==> config.mk <==
export PLATFORM = sky130hd
export DESIGN_NAME = pwm_dac_word_access_port
export DESIGN_NICKNAME = d
export VERILOG_FILES = /design/src/pwm_dac_pkg.sv /design/src/byte_bus_if.sv /design/src/holding_latch.sv /design/src/pwm_dac_word_access_port.sv
export VERILOG_INCLUDE_DIRS = /design/src /design/src/src
export SDC_FILE = /design/constraint.sdc
export NUM_CORES = 1
export LEC_CHECK = 0
export BUFFER_PORTS_ARGS = -buffer_cell sky130_fd_sc_hd__buf_2
export CELL_PAD_IN_SITES_DETAIL_PLACEMENT = 1
export CELL_PAD_IN_SITES_GLOBAL_PLACEMENT = 1
export CORE_MARGIN = 10
export CORE_UTILIZATION = 42
export DETAILED_ROUTE_END_ITERATION = 12
export PLACE_DENSITY_LB_ADDON = 0.1
export SLEW_MARGIN = 20
export SYNTH_ARGS = -nofsm -noshare
export SYNTH_HDL_FRONTEND = slang
export SYNTH_HIERARCHICAL = 1
export SYNTH_SLANG_ARGS = --single-unit
==> constraint.sdc <==
create_clock -name CLK_SYS_I -period 1.94 [get_ports CLK_SYS_I]
set_clock_uncertainty 0.05 [all_clocks]
set_input_delay 0.485 -clock CLK_SYS_I [delete_from_list [all_inputs] [get_ports CLK_SYS_I]]
set_output_delay 0.485 -clock CLK_SYS_I [all_outputs]
set_load 0.01 [all_outputs]
==> src/pwm_dac_consts.svh <==
// constants for the pwm dac word access port
`ifndef PWM_DAC_CONSTS_SVH
`define PWM_DAC_CONSTS_SVH
`define SEL_COUNTER        2'h0
`define SEL_DUTY_A         2'h1
`define SEL_DUTY_B         2'h2
`define SEL_CONTROL        2'h3
`define CTRL_INVERT_BIT    1
`define CTRL_RES_BIT       0
`define WORD_RESET         16'h0000
`define BYTE_RESET         8'h00
`define CLK_PERIOD_NS      40
`endif

==> src/pwm_dac_pkg.sv <==
// types for the pwm dac word access port
package pwm_dac_pkg;
   typedef logic [15:0] word_t;
   typedef logic [7:0]  byte_t;
endpackage

==> src/byte_bus_if.sv <==
// byte access request carried between the port and its latch
`timescale 1ns/1ns
`default_nettype none
interface byte_bus_if;
   logic       wr;
   logic       rd;
   logic       upper;
   logic [7:0] wdata;
   logic [7:0] live_low;
   logic [7:0] held;
   modport port  (output wr, output rd, output upper, output wdata, output live_low, input held);
   modport latch (input wr, input rd, input upper, input wdata, input live_low, output held);
endinterface
`default_nettype wire

==> src/holding_latch.sv <==
// shared 8-bit holding latch for split word access
`timescale 1ns/1ns
`default_nettype none
`include "pwm_dac_consts.svh"
module holding_latch
   import pwm_dac_pkg::*;
(
   input  wire logic     clk_i,
   input  wire logic     arst_n_i,
   byte_bus_if.latch     bus
);
   byte_t held;
   wire   load_wr = bus.wr & bus.upper;
   wire   load_rd = bus.rd & bus.upper;
   always_ff @(posedge clk_i or negedge arst_n_i)
   begin
      if (!arst_n_i)
         held <= `BYTE_RESET;
      else if (load_wr)
         held <= bus.wdata;
      else if (load_rd)
         held <= bus.live_low;
   end
   assign bus.held = held;
endmodule
`default_nettype wire

==> src/pwm_dac_word_access_port.sv <==
// bus access logic for the two channel pwm dac word registers
//
// Summary of operation
// - invert bit resets 0, flips pwm output
// - resolution bit: step one or two clocks
// - three 16-bit registers via 8-bit latch
// - upper byte write only fills latch
// - lower write loads latch plus byte
// - upper read returns high, latches low
// - lower read returns latched byte
// - duty words only held, driven on DUTY_DATA_A_O and DUTY_DATA_B_O
`timescale 1ns/1ns
`default_nettype none
`include "pwm_dac_consts.svh"
module pwm_dac_word_access_port
   import pwm_dac_pkg::*;
(
   input  wire logic       CLK_SYS_I,
   input  wire logic       ARST_N_I,
   input  wire logic       WR_I,
   input  wire logic       RD_I,
   input  wire logic [1:0] SEL_I,
   input  wire logic       UPPER_I,
   input  wire logic [7:0] WDATA_I,
   input  wire logic       COUNT_LOAD_I,
   input  wire logic       PWM_RAW_I,
   output logic      [7:0] RDATA_O,
   output logic     [15:0] PWM_STEP_COUNTER_O,
   output logic     [15:0] DUTY_DATA_A_O,
   output logic     [15:0] DUTY_DATA_B_O,
   output logic            OUTPUT_INVERT_SEL_O,
   output logic            RESOLUTION_SEL_O,
   output logic            STEP_TICK_O,
   output logic            PWM_O
);
   word_t      pwm_step_counter;
   word_t      duty_data_a;
   word_t      duty_data_b;
   logic       output_invert_sel;
   logic       resolution_sel;
   logic       half_step;
   byte_bus_if lb();

   // byte half of a word register
   function automatic byte_t pick(input word_t w, input logic up);
      if (up)
         pick = w[15:8];
      else
         pick = w[7:0];
   endfunction

   // select code match
   function automatic logic is_sel(input logic [1:0] sel, input logic [1:0] code);
      is_sel = (sel == code);
   endfunction

   // word register addressed by a select code
   function automatic word_t word_of(input logic [1:0] sel, input word_t cnt, input word_t a, input word_t b);
      unique case (sel)
         `SEL_DUTY_A:
            word_of = a;
         `SEL_DUTY_B:
            word_of = b;
         `SEL_COUNTER, `SEL_CONTROL:
            word_of = cnt;
      endcase
   endfunction

   // control byte as seen on a read
   function automatic byte_t ctrl_byte(input logic inv, input logic res);
      ctrl_byte                   = `BYTE_RESET;
      ctrl_byte[`CTRL_INVERT_BIT] = inv;
      ctrl_byte[`CTRL_RES_BIT]    = res;
   endfunction

   // counter advance, wraps at the top
   function automatic word_t bump(input word_t w);
      bump = 16'(w + 16'h0001);
   endfunction

   // register selection
   wire        sel_cnt    = is_sel(SEL_I, `SEL_COUNTER);
   wire        sel_a      = is_sel(SEL_I, `SEL_DUTY_A);
   wire        sel_b      = is_sel(SEL_I, `SEL_DUTY_B);
   wire        sel_ctrl   = is_sel(SEL_I, `SEL_CONTROL);
   wire        word_sel   = ~sel_ctrl;
   wire word_t target     = word_of(SEL_I, pwm_step_counter, duty_data_a, duty_data_b);

   // write decoding
   wire        wr_word    = WR_I & word_sel;
   wire        low_wr     = wr_word & ~UPPER_I;
   wire        load_cnt   = low_wr & sel_cnt;
   wire        load_a     = low_wr & sel_a;
   wire        load_b     = low_wr & sel_b;
   wire        load_ctrl  = WR_I & sel_ctrl;
   wire        next_inv   = WDATA_I[`CTRL_INVERT_BIT];
   wire        next_res   = WDATA_I[`CTRL_RES_BIT];
   wire word_t joined     = {lb.held, WDATA_I};

   // read selection
   wire        rd_word    = RD_I & word_sel;
   wire byte_t upper_rd   = pick(target, 1'b1);
   wire byte_t live_low   = pick(target, 1'b0);
   wire byte_t word_rd    = UPPER_I ? upper_rd : lb.held;
   wire byte_t ctrl_rd    = ctrl_byte(output_invert_sel, resolution_sel);
   wire byte_t next_rdata = RD_I ? (sel_ctrl ? ctrl_rd : word_rd) : `BYTE_RESET;

   // step pacing and output phase
   wire        step       = ~resolution_sel | half_step;
   wire        next_half  = resolution_sel & ~half_step;
   wire word_t next_count = bump(pwm_step_counter);
   wire        next_pwm   = PWM_RAW_I ^ output_invert_sel;

   // request to the shared latch
   assign lb.wr       = wr_word;
   assign lb.rd       = rd_word;
   assign lb.upper    = UPPER_I;
   assign lb.wdata    = WDATA_I;
   assign lb.live_low = live_low;

   holding_latch u_latch
   (
      .clk_i    (CLK_SYS_I),
      .arst_n_i (ARST_N_I),
      .bus      (lb)
   );

   // word registers
   always_ff @(posedge CLK_SYS_I or negedge ARST_N_I)
   begin
      if (!ARST_N_I)
         pwm_step_counter <= `WORD_RESET;
      else if (load_cnt)
         pwm_step_counter <= joined;
      else if (COUNT_LOAD_I)
         pwm_step_counter <= `WORD_RESET;
      else if (step)
         pwm_step_counter <= next_count;
   end

   always_ff @(posedge CLK_SYS_I or negedge ARST_N_I)
   begin
      if (!ARST_N_I)
         duty_data_a <= `WORD_RESET;
      else if (load_a)
         duty_data_a <= joined;
   end

   always_ff @(posedge CLK_SYS_I or negedge ARST_N_I)
   begin
      if (!ARST_N_I)
         duty_data_b <= `WORD_RESET;
      else if (load_b)
         duty_data_b <= joined;
   end

   // control bits
   always_ff @(posedge CLK_SYS_I or negedge ARST_N_I)
   begin
      if (!ARST_N_I)
         output_invert_sel <= 1'b0;
      else if (load_ctrl)
         output_invert_sel <= next_inv;
   end

   always_ff @(posedge CLK_SYS_I or negedge ARST_N_I)
   begin
      if (!ARST_N_I)
         resolution_sel <= 1'b0;
      else if (load_ctrl)
         resolution_sel <= next_res;
   end

   // pacing and output
   always_ff @(posedge CLK_SYS_I or negedge ARST_N_I)
   begin
      if (!ARST_N_I)
         half_step <= 1'b0;
      else
         half_step <= next_half;
   end

   always_ff @(posedge CLK_SYS_I or negedge ARST_N_I)
   begin
      if (!ARST_N_I)
         STEP_TICK_O <= 1'b0;
      else
         STEP_TICK_O <= step;
   end

   always_ff @(posedge CLK_SYS_I or negedge ARST_N_I)
   begin
      if (!ARST_N_I)
         PWM_O <= 1'b0;
      else
         PWM_O <= next_pwm;
   end

   // read data
   always_ff @(posedge CLK_SYS_I or negedge ARST_N_I)
   begin
      if (!ARST_N_I)
         RDATA_O <= `BYTE_RESET;
      else
         RDATA_O <= next_rdata;
   end

   // outputs
   assign PWM_STEP_COUNTER_O  = pwm_step_counter;
   assign DUTY_DATA_A_O       = duty_data_a;
   assign DUTY_DATA_B_O       = duty_data_b;
   assign OUTPUT_INVERT_SEL_O = output_invert_sel;
   assign RESOLUTION_SEL_O    = resolution_sel;
endmodule
`default_nettype wire

==> impl_metrics.toml, run 1 <==
[clocking]
htree_num_levels = 3
cts_root_buf = "clkbuf_8"
cts_made_buffers = 9
cts_num_sinks = 69
clk_path_buf_depth = 2
cts_tree = "yes"
path_clk_slew_ps = 70
holdBufCountCts = 0
clk_latency_ps = 340

[detailed_routing]
wire_per_inst_um = 22.4
totalWireLength_um = 11500
first_pass_iters = 4
routed_via_density = 5.73
post-route-drc-count = 0
vias = 2945
drtAntennaViolNets = 0
drtIter0Drc = 99

[placed_design]
port_buffers = 76
dp_hpwl_um = 8510
gp_congestion = 0.824

[grt]
grt_use_total = 0.193
grt_pass1_wl_um = 17900
antenna_found_initial = 0
grt.overflow.total = 0
grt_pass1_vias = 3197
grt_max_degree = 56

[critical_path]
cp-start-kind = "primary input"
cp_data_required_time_ps = 2110
cp_num_buf_inv = 4
end_kind = "flop"
critPathSlowestCell = "o32ai_1"
path_cells = "buf_2 -> inv_1 -> ha_1 -> inv_1 -> buf_12 -> a22oi_2 -> o21ai_0 -> o32ai_1 -> nor2_1"
path_max_fanout = 6
cp.arrival_ps = 2020
cp_top_family = "compound AO/OA/AOI/OAI gates"
path_class = "in2reg"
crit_top_cell = "inv_1"
cp_slowest_stage_delay_ps = 320

[cells_and_area]
diodes = 0
layout.nets = 432
layout-drive-gt1-share = 0.379
nFillCells = 913
syn_to_final_growth_pct = 23.9
finish.utilization = 0.540

[sta]
drv_slew = 0
finalSetupViolations = 0
slew_headroom = 0.726
min_period_ps = 1850
fmax_mhz = 539
rsz0062_at_grt = "false"
fin_crit_sh = 0.956
final-hold-violation-count = 0
worst_pin_slew_ps = 408

[power_and_ir_drop]
p_leak_nw = 1.96
ir_worst_vdd_mv = 0.412
powerDensity_nw_per_um2 = 984
power_mw = 4.17

[floorplanning]
initial_core_util = 0.436
std_cell_rows = 32
ios = 77
die-area_sq_um = 12200
core_sq_um = 7850
die_h_um = 110
die_w_um = 110

[yosys]
syn-cell-area_sq_um = 3420
ys_top_cells_by_area = "dfrtp_1, mux2_2, nand2_1"
synth_top_area_cell = "dfrtp_1"
yosysMostFrequentCell = "dfrtp_1"
yosys.area.top_type_share = 0.504
ys_seq_elements = 69
syn_nets = 341
synth_warnings = 6
syn_area_per_cell_sq_um = 10.8
synth_common_cells = "dfrtp_1, nand2_1, mux2_2"
ys_seq_area_frac = 0.504
synth_edf_count = 0
synth_cell_types = 46
dominantRegCellSynth = "dfrtp_1"
ys_async_sr_fraction = 1.00
syn_inst = 318

[outcome]
outcome = "complete, no violations"

[run]
drv_cap = 0

[min_path]
hold_path_class = "in2async"
## area by class of cell
class                   instances  area, sq um  area share
well taps                     102          128      0.0301
clock buffers                  12          155      0.0366
inverters                       6         22.5     0.00531
flip-flops and latches         69         1730       0.407
multi-input cells             224         1570       0.371
clock inverters                 2         10.0     0.00236
repair buffers                 99          628       0.148
## state kept, by name, indices dropped and copies added (netlist names)
signal               flops
half_step                1
PWM_O                    1
u_latch/bus.held         8
OUTPUT_INVERT_SEL_O      1
STEP_TICK_O              1
DUTY_DATA_B_O           16
RDATA_O                  8
DUTY_DATA_A_O           16
RESOLUTION_SEL_O         1
PWM_STEP_COUNTER_O      16
## layer usage
layer  track usage  up-vias  wire (um)
met4        0.0642        0        197
met2         0.333       89       5880
met3        0.0505       14        818
li1              -     1331          -
met1         0.227     1511       4610
met5             0        -          0
## logic make-up after synthesis
family	after synthesis	synth area share
buffers and inverters	25	0.0380
AND/OR/NAND/NOR	85	0.119
AO/OA/AOI/OAI	80	0.154
multiplexers	41	0.132
XOR/XNOR	12	0.0307
adder cells (fa/ha/maj)	6	0.0219
flip-flops	69	0.504
## stage by stage
step / hold slack (ps) / worst slack, ps / instance area [sq um] / setup TNS [ps] / std cells
2_1_floorplan: 139 / 8.14 / 3430 / 0 / 318
5_1_grt: 19.3 / 34.5 / 4240 / 0 / 514
3_5_place_dp: 379 / -291 / 4070 / -4330 / 500
3_3_place_gp: 378 / -72.5 / 4070 / -1170 / 500
4_1_cts: 3.95 / 65.7 / 4240 / 0 / 514
6_report: 12.7 / 86.2 / 4240 / 0 / 514
## path summary, 6_finish.rpt
path	slack [ps]	to	cells past startpoint	startpoint
worst max-delay path	90	u_latch/bus.held[4]$_DFFE_PN0P_	9	SEL_I[1]
worst min-delay path	10	RESOLUTION_SEL_O$_DFFE_PN0P_	1	ARST_N_I
worst max register to register	150	PWM_STEP_COUNTER_O[12]$_DFFE_PN0P_	6	PWM_STEP_COUNTER_O[0]$_DFFE_PN0P_
worst min register to register	460	half_step$_DFF_PN0_	1	half_step$_DFF_PN0_
max in group asynchronous	1190	DUTY_DATA_A_O[1]$_DFFE_PN0P_	2	ARST_N_I
min in group CLK_SYS_I	280	PWM_O$_DFF_PN0_	2	PWM_RAW_I
## repair_timing
item,4_1_cts,5_1_grt
hold endpoints to repair,0,0
setup buffers,0,0
setup endpoints to repair,0,1
resized for setup,0,1
## power breakdown
group | internal, mW | leakage [nW] | switching [mW] | total (mW)
clock network | 0.517 | 0.0881 | 0.527 | 1.04
logic | 0.520 | 1.00 | 0.573 | 1.09
registers | 1.73 | 0.868 | 0.307 | 2.04
## placed cells by master, fill, tap and decap left out, drive strengths merged, types with 2 or more instances in the layout
cell and instances:
dfrtp 69, mux2 34, o22ai 8, nor3 3, ha 6, a21oi 7
xnor2 5, nor2b 3, a22oi 17, clkinv 3, o31ai 3, o211ai 2
inv 5, nand2 43, or2 2, xor2 7, nand4 2, clkbuf 12
and2 2, nand3 4, buf 99, nor2 20, o21ai 29, mux2i 7
o32ai 8, and3 2
Note: power is estimated with default switching activity, not from simulation.
==> run 2: changes to the inputs <==
--- a/config.mk
+++ b/config.mk
@@ -9,6 +9,7 @@
 export BUFFER_PORTS_ARGS = -buffer_cell sky130_fd_sc_hd__buf_2
 export CELL_PAD_IN_SITES_DETAIL_PLACEMENT = 1
 export CELL_PAD_IN_SITES_GLOBAL_PLACEMENT = 1
+export CORE_ASPECT_RATIO = 0.75
 export CORE_MARGIN = 10
 export CORE_UTILIZATION = 42
 export DETAILED_ROUTE_END_ITERATION = 12
==> run 2 against run 1 <==
  * Final cell count rose by 1.6%
  * Sequential power barely moved
  * Core utilization fell by 0.35 points
  * Register-to-register slack improved by 70 ps
  * Worst setup slack improved by 100 ps
  * Power fell by 1.9%
  * Non-clock buffer count rose by 4
  * Critical path depth fell by 2
  * Routed wire length fell by 7.8%
==> impl_metrics.toml, run 2 (synthesis gave the netlist of run 1 again) <==
[sta]
fmax_mhz = 571
fin_crit_sh = 0.903
rsz0062_at_grt = "false"
final-hold-violation-count = 0
min_period_ps = 1750
finalSetupViolations = 0
worst_pin_slew_ps = 404
slew_headroom = 0.729
drv_slew = 0

[clocking]
cts_resized = 0
htree_num_levels = 3
post_cts_buffers = 0
cts_root_buf = "clkbuf_8"
cts_made_buffers = 9
holdBufCountCts = 0
clk_latency_ps = 340
path_clk_slew_ps = 70
cts_num_sinks = 69
cts_tree = "yes"
clk_path_buf_depth = 2

[floorplanning]
die_w_um = 124
initial_core_util = 0.432
ios = 77
std_cell_rows = 28
die_h_um = 98.2
die-area_sq_um = 12200
core_sq_um = 7920

[cells_and_area]
finish.utilization = 0.537
layout-drive-gt1-share = 0.379
postLayoutCellArea_sq_um = 4250
layout.nets = 436
layout_commonest_cell = "buf_2"
syn_to_final_growth_pct = 24.2
layout_common_cells = "buf_2, dfrtp_1, nand2_1"
diodes = 0

[detailed_routing]
drtIter0Drc = 195
routed_via_density = 5.57
vias = 2906
first_pass_iters = 4
totalWireLength_um = 10600
drtAntennaViolNets = 0
wire_per_inst_um = 20.3
post-route-drc-count = 0

[power_and_ir_drop]
ir_worst_vdd_mv = 0.408
p_int_mw = 2.74
comb_power_share = 0.265
p_switching_mw = 1.35
seqPwrFrac = 0.491
clockPowerShare = 0.244
p_leak_nw = 1.97
powerDensity_nw_per_um2 = 963
swShare = 0.331

[placed_design]
dp_hpwl_um = 7870
gp_congestion = 0.820
dpl-instance-area_sq_um = 4090
port_buffers = 76

[critical_path]
r2r-start = "PWM_STEP_COUNTER_O[0]$_DFFE_PN0P_"
cp.arrival_ps = 1930
cp_data_required_time_ps = 2110
end_kind = "flop"
rrSetupSlack_ps = 220
ff2ff_path_depth = 6
path_class = "in2reg"
path_max_fanout = 13
r2r-end = "PWM_STEP_COUNTER_O[12]$_DFFE_PN0P_"
cp-start-kind = "primary input"

[grt]
grt_pass1_wl_um = 17700
grt_max_degree = 70
antenna_found_initial = 0
grt.overflow.total = 0
grt_use_total = 0.176
grt_pass1_vias = 3091

[outcome]
outcome = "complete, no violations"

[run]
drv_cap = 0

[min_path]
hold_path_class = "in2async"
## run 2: cell count changes in the layout (fill, tap and decap cells not counted), sizes merged
cell | before | now
clkbuf | 12 | 13
buf | 99 | 103
## run 2: metal layers
metal | vias up | GRT usage | wire [um] | share of wire
li1 | 1341 | - | - | -
met1 | 1486 | 0.238 | 5140 | 0.48
met4 | 0 | 0.0375 | 58 | 0.0055
met2 | 75 | 0.277 | 4880 | 0.46
met5 | - | 0 | 0 | 0
met3 | 4 | 0.0448 | 539 | 0.051
## run 2: worst max-delay path: stages
cell and delay [ps]:
buf_2 120, ha_1 230, nor2b_1 170, nor2b_1 190, and2_1 220, buf_12 170
mux2_2 340
## run 2: power by group through the flow
stage / Clock (mW) / Sequential [mW] / Combinational, mW
final: 0.999 / 2.01 / 1.08
after global routing: 1.10 / 2.06 / 1.20
after CTS: 1.02 / 2.01 / 1.11
after detailed placement: 0 / 2.04 / 1.10
after global placement: 0 / 2.02 / 1.07
after floorplan: 0 / 2.09 / 0.478
## run 2: worst max path at each step
stage	startpoint	slack (ps)	end	cells after the start
6_report	SEL_I[0]	190	DUTY_DATA_B_O[6]$_DFFE_PN0P_	7
5_1_grt	SEL_I[0]	80	DUTY_DATA_A_O[11]$_DFFE_PN0P_	7
4_1_cts	SEL_I[0]	180	DUTY_DATA_B_O[6]$_DFFE_PN0P_	7
3_5_place_dp	SEL_I[0]	-150	DUTY_DATA_B_O[3]$_DFFE_PN0P_	7
3_3_place_gp	SEL_I[0]	-60	DUTY_DATA_B_O[4]$_DFFE_PN0P_	7
2_1_floorplan	SEL_I[0]	8	DUTY_DATA_B_O[5]$_DFFE_PN0P_	7
## run 2: final cells by class
type	count	area, sq um
Sequential cell	69	1730
Inverter	6	22.5
Timing Repair Buffer	103	646
Clock inverter	2	10.0
Clock buffer	13	149
Fill cell	932	3670
Tap cell	105	131
Multi-Input combinational cell	224	1570
## run 2: per-stage QoR
stage	hold WS [ps]	power (mW)	setup WS, ps	setup TNS, ps	cells
2_1_floorplan	139	2.57	8.14	0	318
3_3_place_gp	444	3.08	-57.6	-1680	507
3_5_place_dp	463	3.14	-150	-5030	507
4_1_cts	128	4.14	185	0	522
5_1_grt	144	4.36	78.9	0	522
6_report	107	4.09	188	0	522
==> run 3: changes to the inputs <==
--- a/config.mk
+++ b/config.mk
@@ -6,12 +6,13 @@
 export SDC_FILE = /design/constraint.sdc
 export NUM_CORES = 1
 export LEC_CHECK = 0
+export ABC_AREA = 1
 export BUFFER_PORTS_ARGS = -buffer_cell sky130_fd_sc_hd__buf_2
 export CELL_PAD_IN_SITES_DETAIL_PLACEMENT = 1
 export CELL_PAD_IN_SITES_GLOBAL_PLACEMENT = 1
 export CORE_ASPECT_RATIO = 0.75
 export CORE_MARGIN = 10
-export CORE_UTILIZATION = 42
+export CORE_UTILIZATION = 40
 export DETAILED_ROUTE_END_ITERATION = 12
 export PLACE_DENSITY_LB_ADDON = 0.1
 export SLEW_MARGIN = 20
==> run 3 against run 2 <==
  * Worst hold slack improved by 1.2 ps
  * Synthesized cell count rose by 55%
  * Fmax decreased by 1.3%
  * Largest power group unchanged
  * Highest routed layer unchanged
==> impl_metrics.toml, run 3 <==
[outcome]
outcome = "complete, no violations"

[yosys]
synth-xor-area-share = 0.00471
synthMuxAreaShare = 0
synth-simple-area-share = 0.254
ys_top_cells_by_area = "dfrtp_1, nand2_1, o21ai_0"
synth_edf_count = 0
synth_top_area_cell = "dfrtp_1"
synth_warnings = 6
ys_async_sr_fraction = 1.00
dominantRegCellSynth = "dfrtp_1"
syn_inst = 494
yosys.area.top_type_share = 0.464
synth_top_family_by_area = "simple AND/OR/NAND/NOR gates"
synth_compound_area_frac = 0.162
syn_area_per_cell_sq_um = 7.52
synth_common_cells = "nand2_1, dfrtp_1, o21ai_0"
syn-cell-area_sq_um = 3720
syn_nets = 517
ys_seq_elements = 69
synth_cell_types = 28
synth_fa_ha_area_frac = 0.0202
yosysMostFrequentCell = "nand2_1"
ys_seq_area_frac = 0.464

[run]
drv_cap = 0

[power_and_ir_drop]
power_mw = 4.79
ir_worst_vdd_mv = 0.598
powerDensity_nw_per_um2 = 1030
p_leak_nw = 2.40

[clocking]
post_cts_buffers = 0
cts_num_sinks = 69
cts_root_buf = "clkbuf_16"
htree_num_levels = 3
clk_path_buf_depth = 2
cts_made_buffers = 9
path_clk_slew_ps = 50
holdBufCountCts = 0
clk_latency_ps = 330
cts_tree = "yes"

[grt]
antenna_found_initial = 0
grt.overflow.total = 0
grt_pass1_wl_um = 21400
grt_use_total = 0.198
grt_max_degree = 70
grt_pass1_vias = 3974

[critical_path]
ff2ff_path_depth = 7
cp_num_buf_inv = 0
cp_top_family = "simple AND/OR/NAND/NOR gates"
cp.arrival_ps = 1970
path_class = "reg2reg"
critPathSlowestCell = "dfrtp_1"
r2r-end = "PWM_STEP_COUNTER_O[10]$_DFFE_PN0P_"
path_cells = "ha_1 -> nand2_1 -> nor2_2 -> nand3_1 -> o21ai_0 -> nand2_1 -> a21oi_1"
cp_slowest_stage_delay_ps = 480
path_max_fanout = 6
r2r-start = "PWM_STEP_COUNTER_O[0]$_DFFE_PN0P_"
crit_top_cell = "nand2_1"
end_kind = "flop"
rrSetupSlack_ps = 160
cp_data_required_time_ps = 2140
cp-start-kind = "flop"

[min_path]
hold_path_class = "in2async"

[detailed_routing]
vias = 3762
drtAntennaViolNets = 0
first_pass_iters = 5
wire_per_inst_um = 18.1
routed_via_density = 5.25
drtIter0Drc = 245
post-route-drc-count = 0
totalWireLength_um = 13000

[sta]
final-hold-violation-count = 0
slew_headroom = 0.739
min_period_ps = 1780
drv_slew = 0
whs_ps = 108
worst_pin_slew_ps = 392
rsz0062_at_grt = "false"
fmax_mhz = 563
fin_crit_sh = 0.916
finalSetupViolations = 0

[floorplanning]
core_sq_um = 9050
ios = 77
std_cell_rows = 30
die_w_um = 131
die_h_um = 103
initial_core_util = 0.411
die-area_sq_um = 13600

[cells_and_area]
finish.utilization = 0.513
syn_to_final_growth_pct = 24.9
layout_common_cells = "nand2_1, buf_2, dfrtp_1"
layout_commonest_cell = "nand2_1"
diodes = 0
layout-drive-gt1-share = 0.212
layout.nets = 607
postLayoutCellArea_sq_um = 4640

[placed_design]
port_buffers = 76
dpl-instance-area_sq_um = 4350
gp_congestion = 0.897
dp_hpwl_um = 10100
run 3: timing repair:
item,4_1_cts,5_1_grt
endpoints found under the hold margin,0,0
gates resized for setup,0,1
setup endpoints to repair,0,1
run 3: power by group:
part,internal [mW],switching [mW]
Sequential,1.71,0.311
Combinational,0.450,0.713
Clock,1.01,0.590
run 3: per-layer routing:
metal	part of all wire	global-route usage
met1	0.46	0.246
met5	0	0
met3	0.071	0.0608
met4	0.017	0.0622
met2	0.45	0.325
run 3: how the worst max path moves through the flow:
stage | startpoint | end | slack (ps) | cells past startpoint
3_5_place_dp | SEL_I[1] | u_latch/bus.held[5]$_DFFE_PN0P_ | -10 | 11
5_1_grt | PWM_STEP_COUNTER_O[0]$_DFFE_PN0P_ | PWM_STEP_COUNTER_O[10]$_DFFE_PN0P_ | 8 | 7
3_3_place_gp | SEL_I[1] | u_latch/bus.held[5]$_DFFE_PN0P_ | 60 | 10
4_1_cts | PWM_STEP_COUNTER_O[0]$_DFFE_PN0P_ | PWM_STEP_COUNTER_O[10]$_DFFE_PN0P_ | 140 | 7
2_1_floorplan | SEL_I[1] | u_latch/bus.held[1]$_DFFE_PN0P_ | 200 | 11
6_report | PWM_STEP_COUNTER_O[0]$_DFFE_PN0P_ | PWM_STEP_COUNTER_O[10]$_DFFE_PN0P_ | 160 | 7
run 3: layout make-up:
class	instances	area (sq um)
multi-input cells	345	1640
inverters	58	218
flip-flops and latches	69	1730
well taps	128	160
repair buffers	101	606
fillers	1164	4400
clock buffers	16	292
run 3: logic make-up (layout without fill, tap and decap cells):
| logic type | after synthesis | count (layout) |
|---|---|---|
| xor gates and xnor gates | 2 | 2 |
| and+or+nand+nor | 218 | 218 |
| buffers and inverters | 80 | 175 |
| DFF | 69 | 69 |
| adders and majority gates | 6 | 6 |
| AOI/OAI and AO/OA | 119 | 119 |
run 3: through the flow:
step	worst slack, ps	setup TNS (ps)	cells
after global routing	8.41	0	717
after global placement	57.7	0	701
after detailed placement	-14.4	-23.6	701
final	164	0	717
after CTS	139	0	717
after floorplan	198	0	494
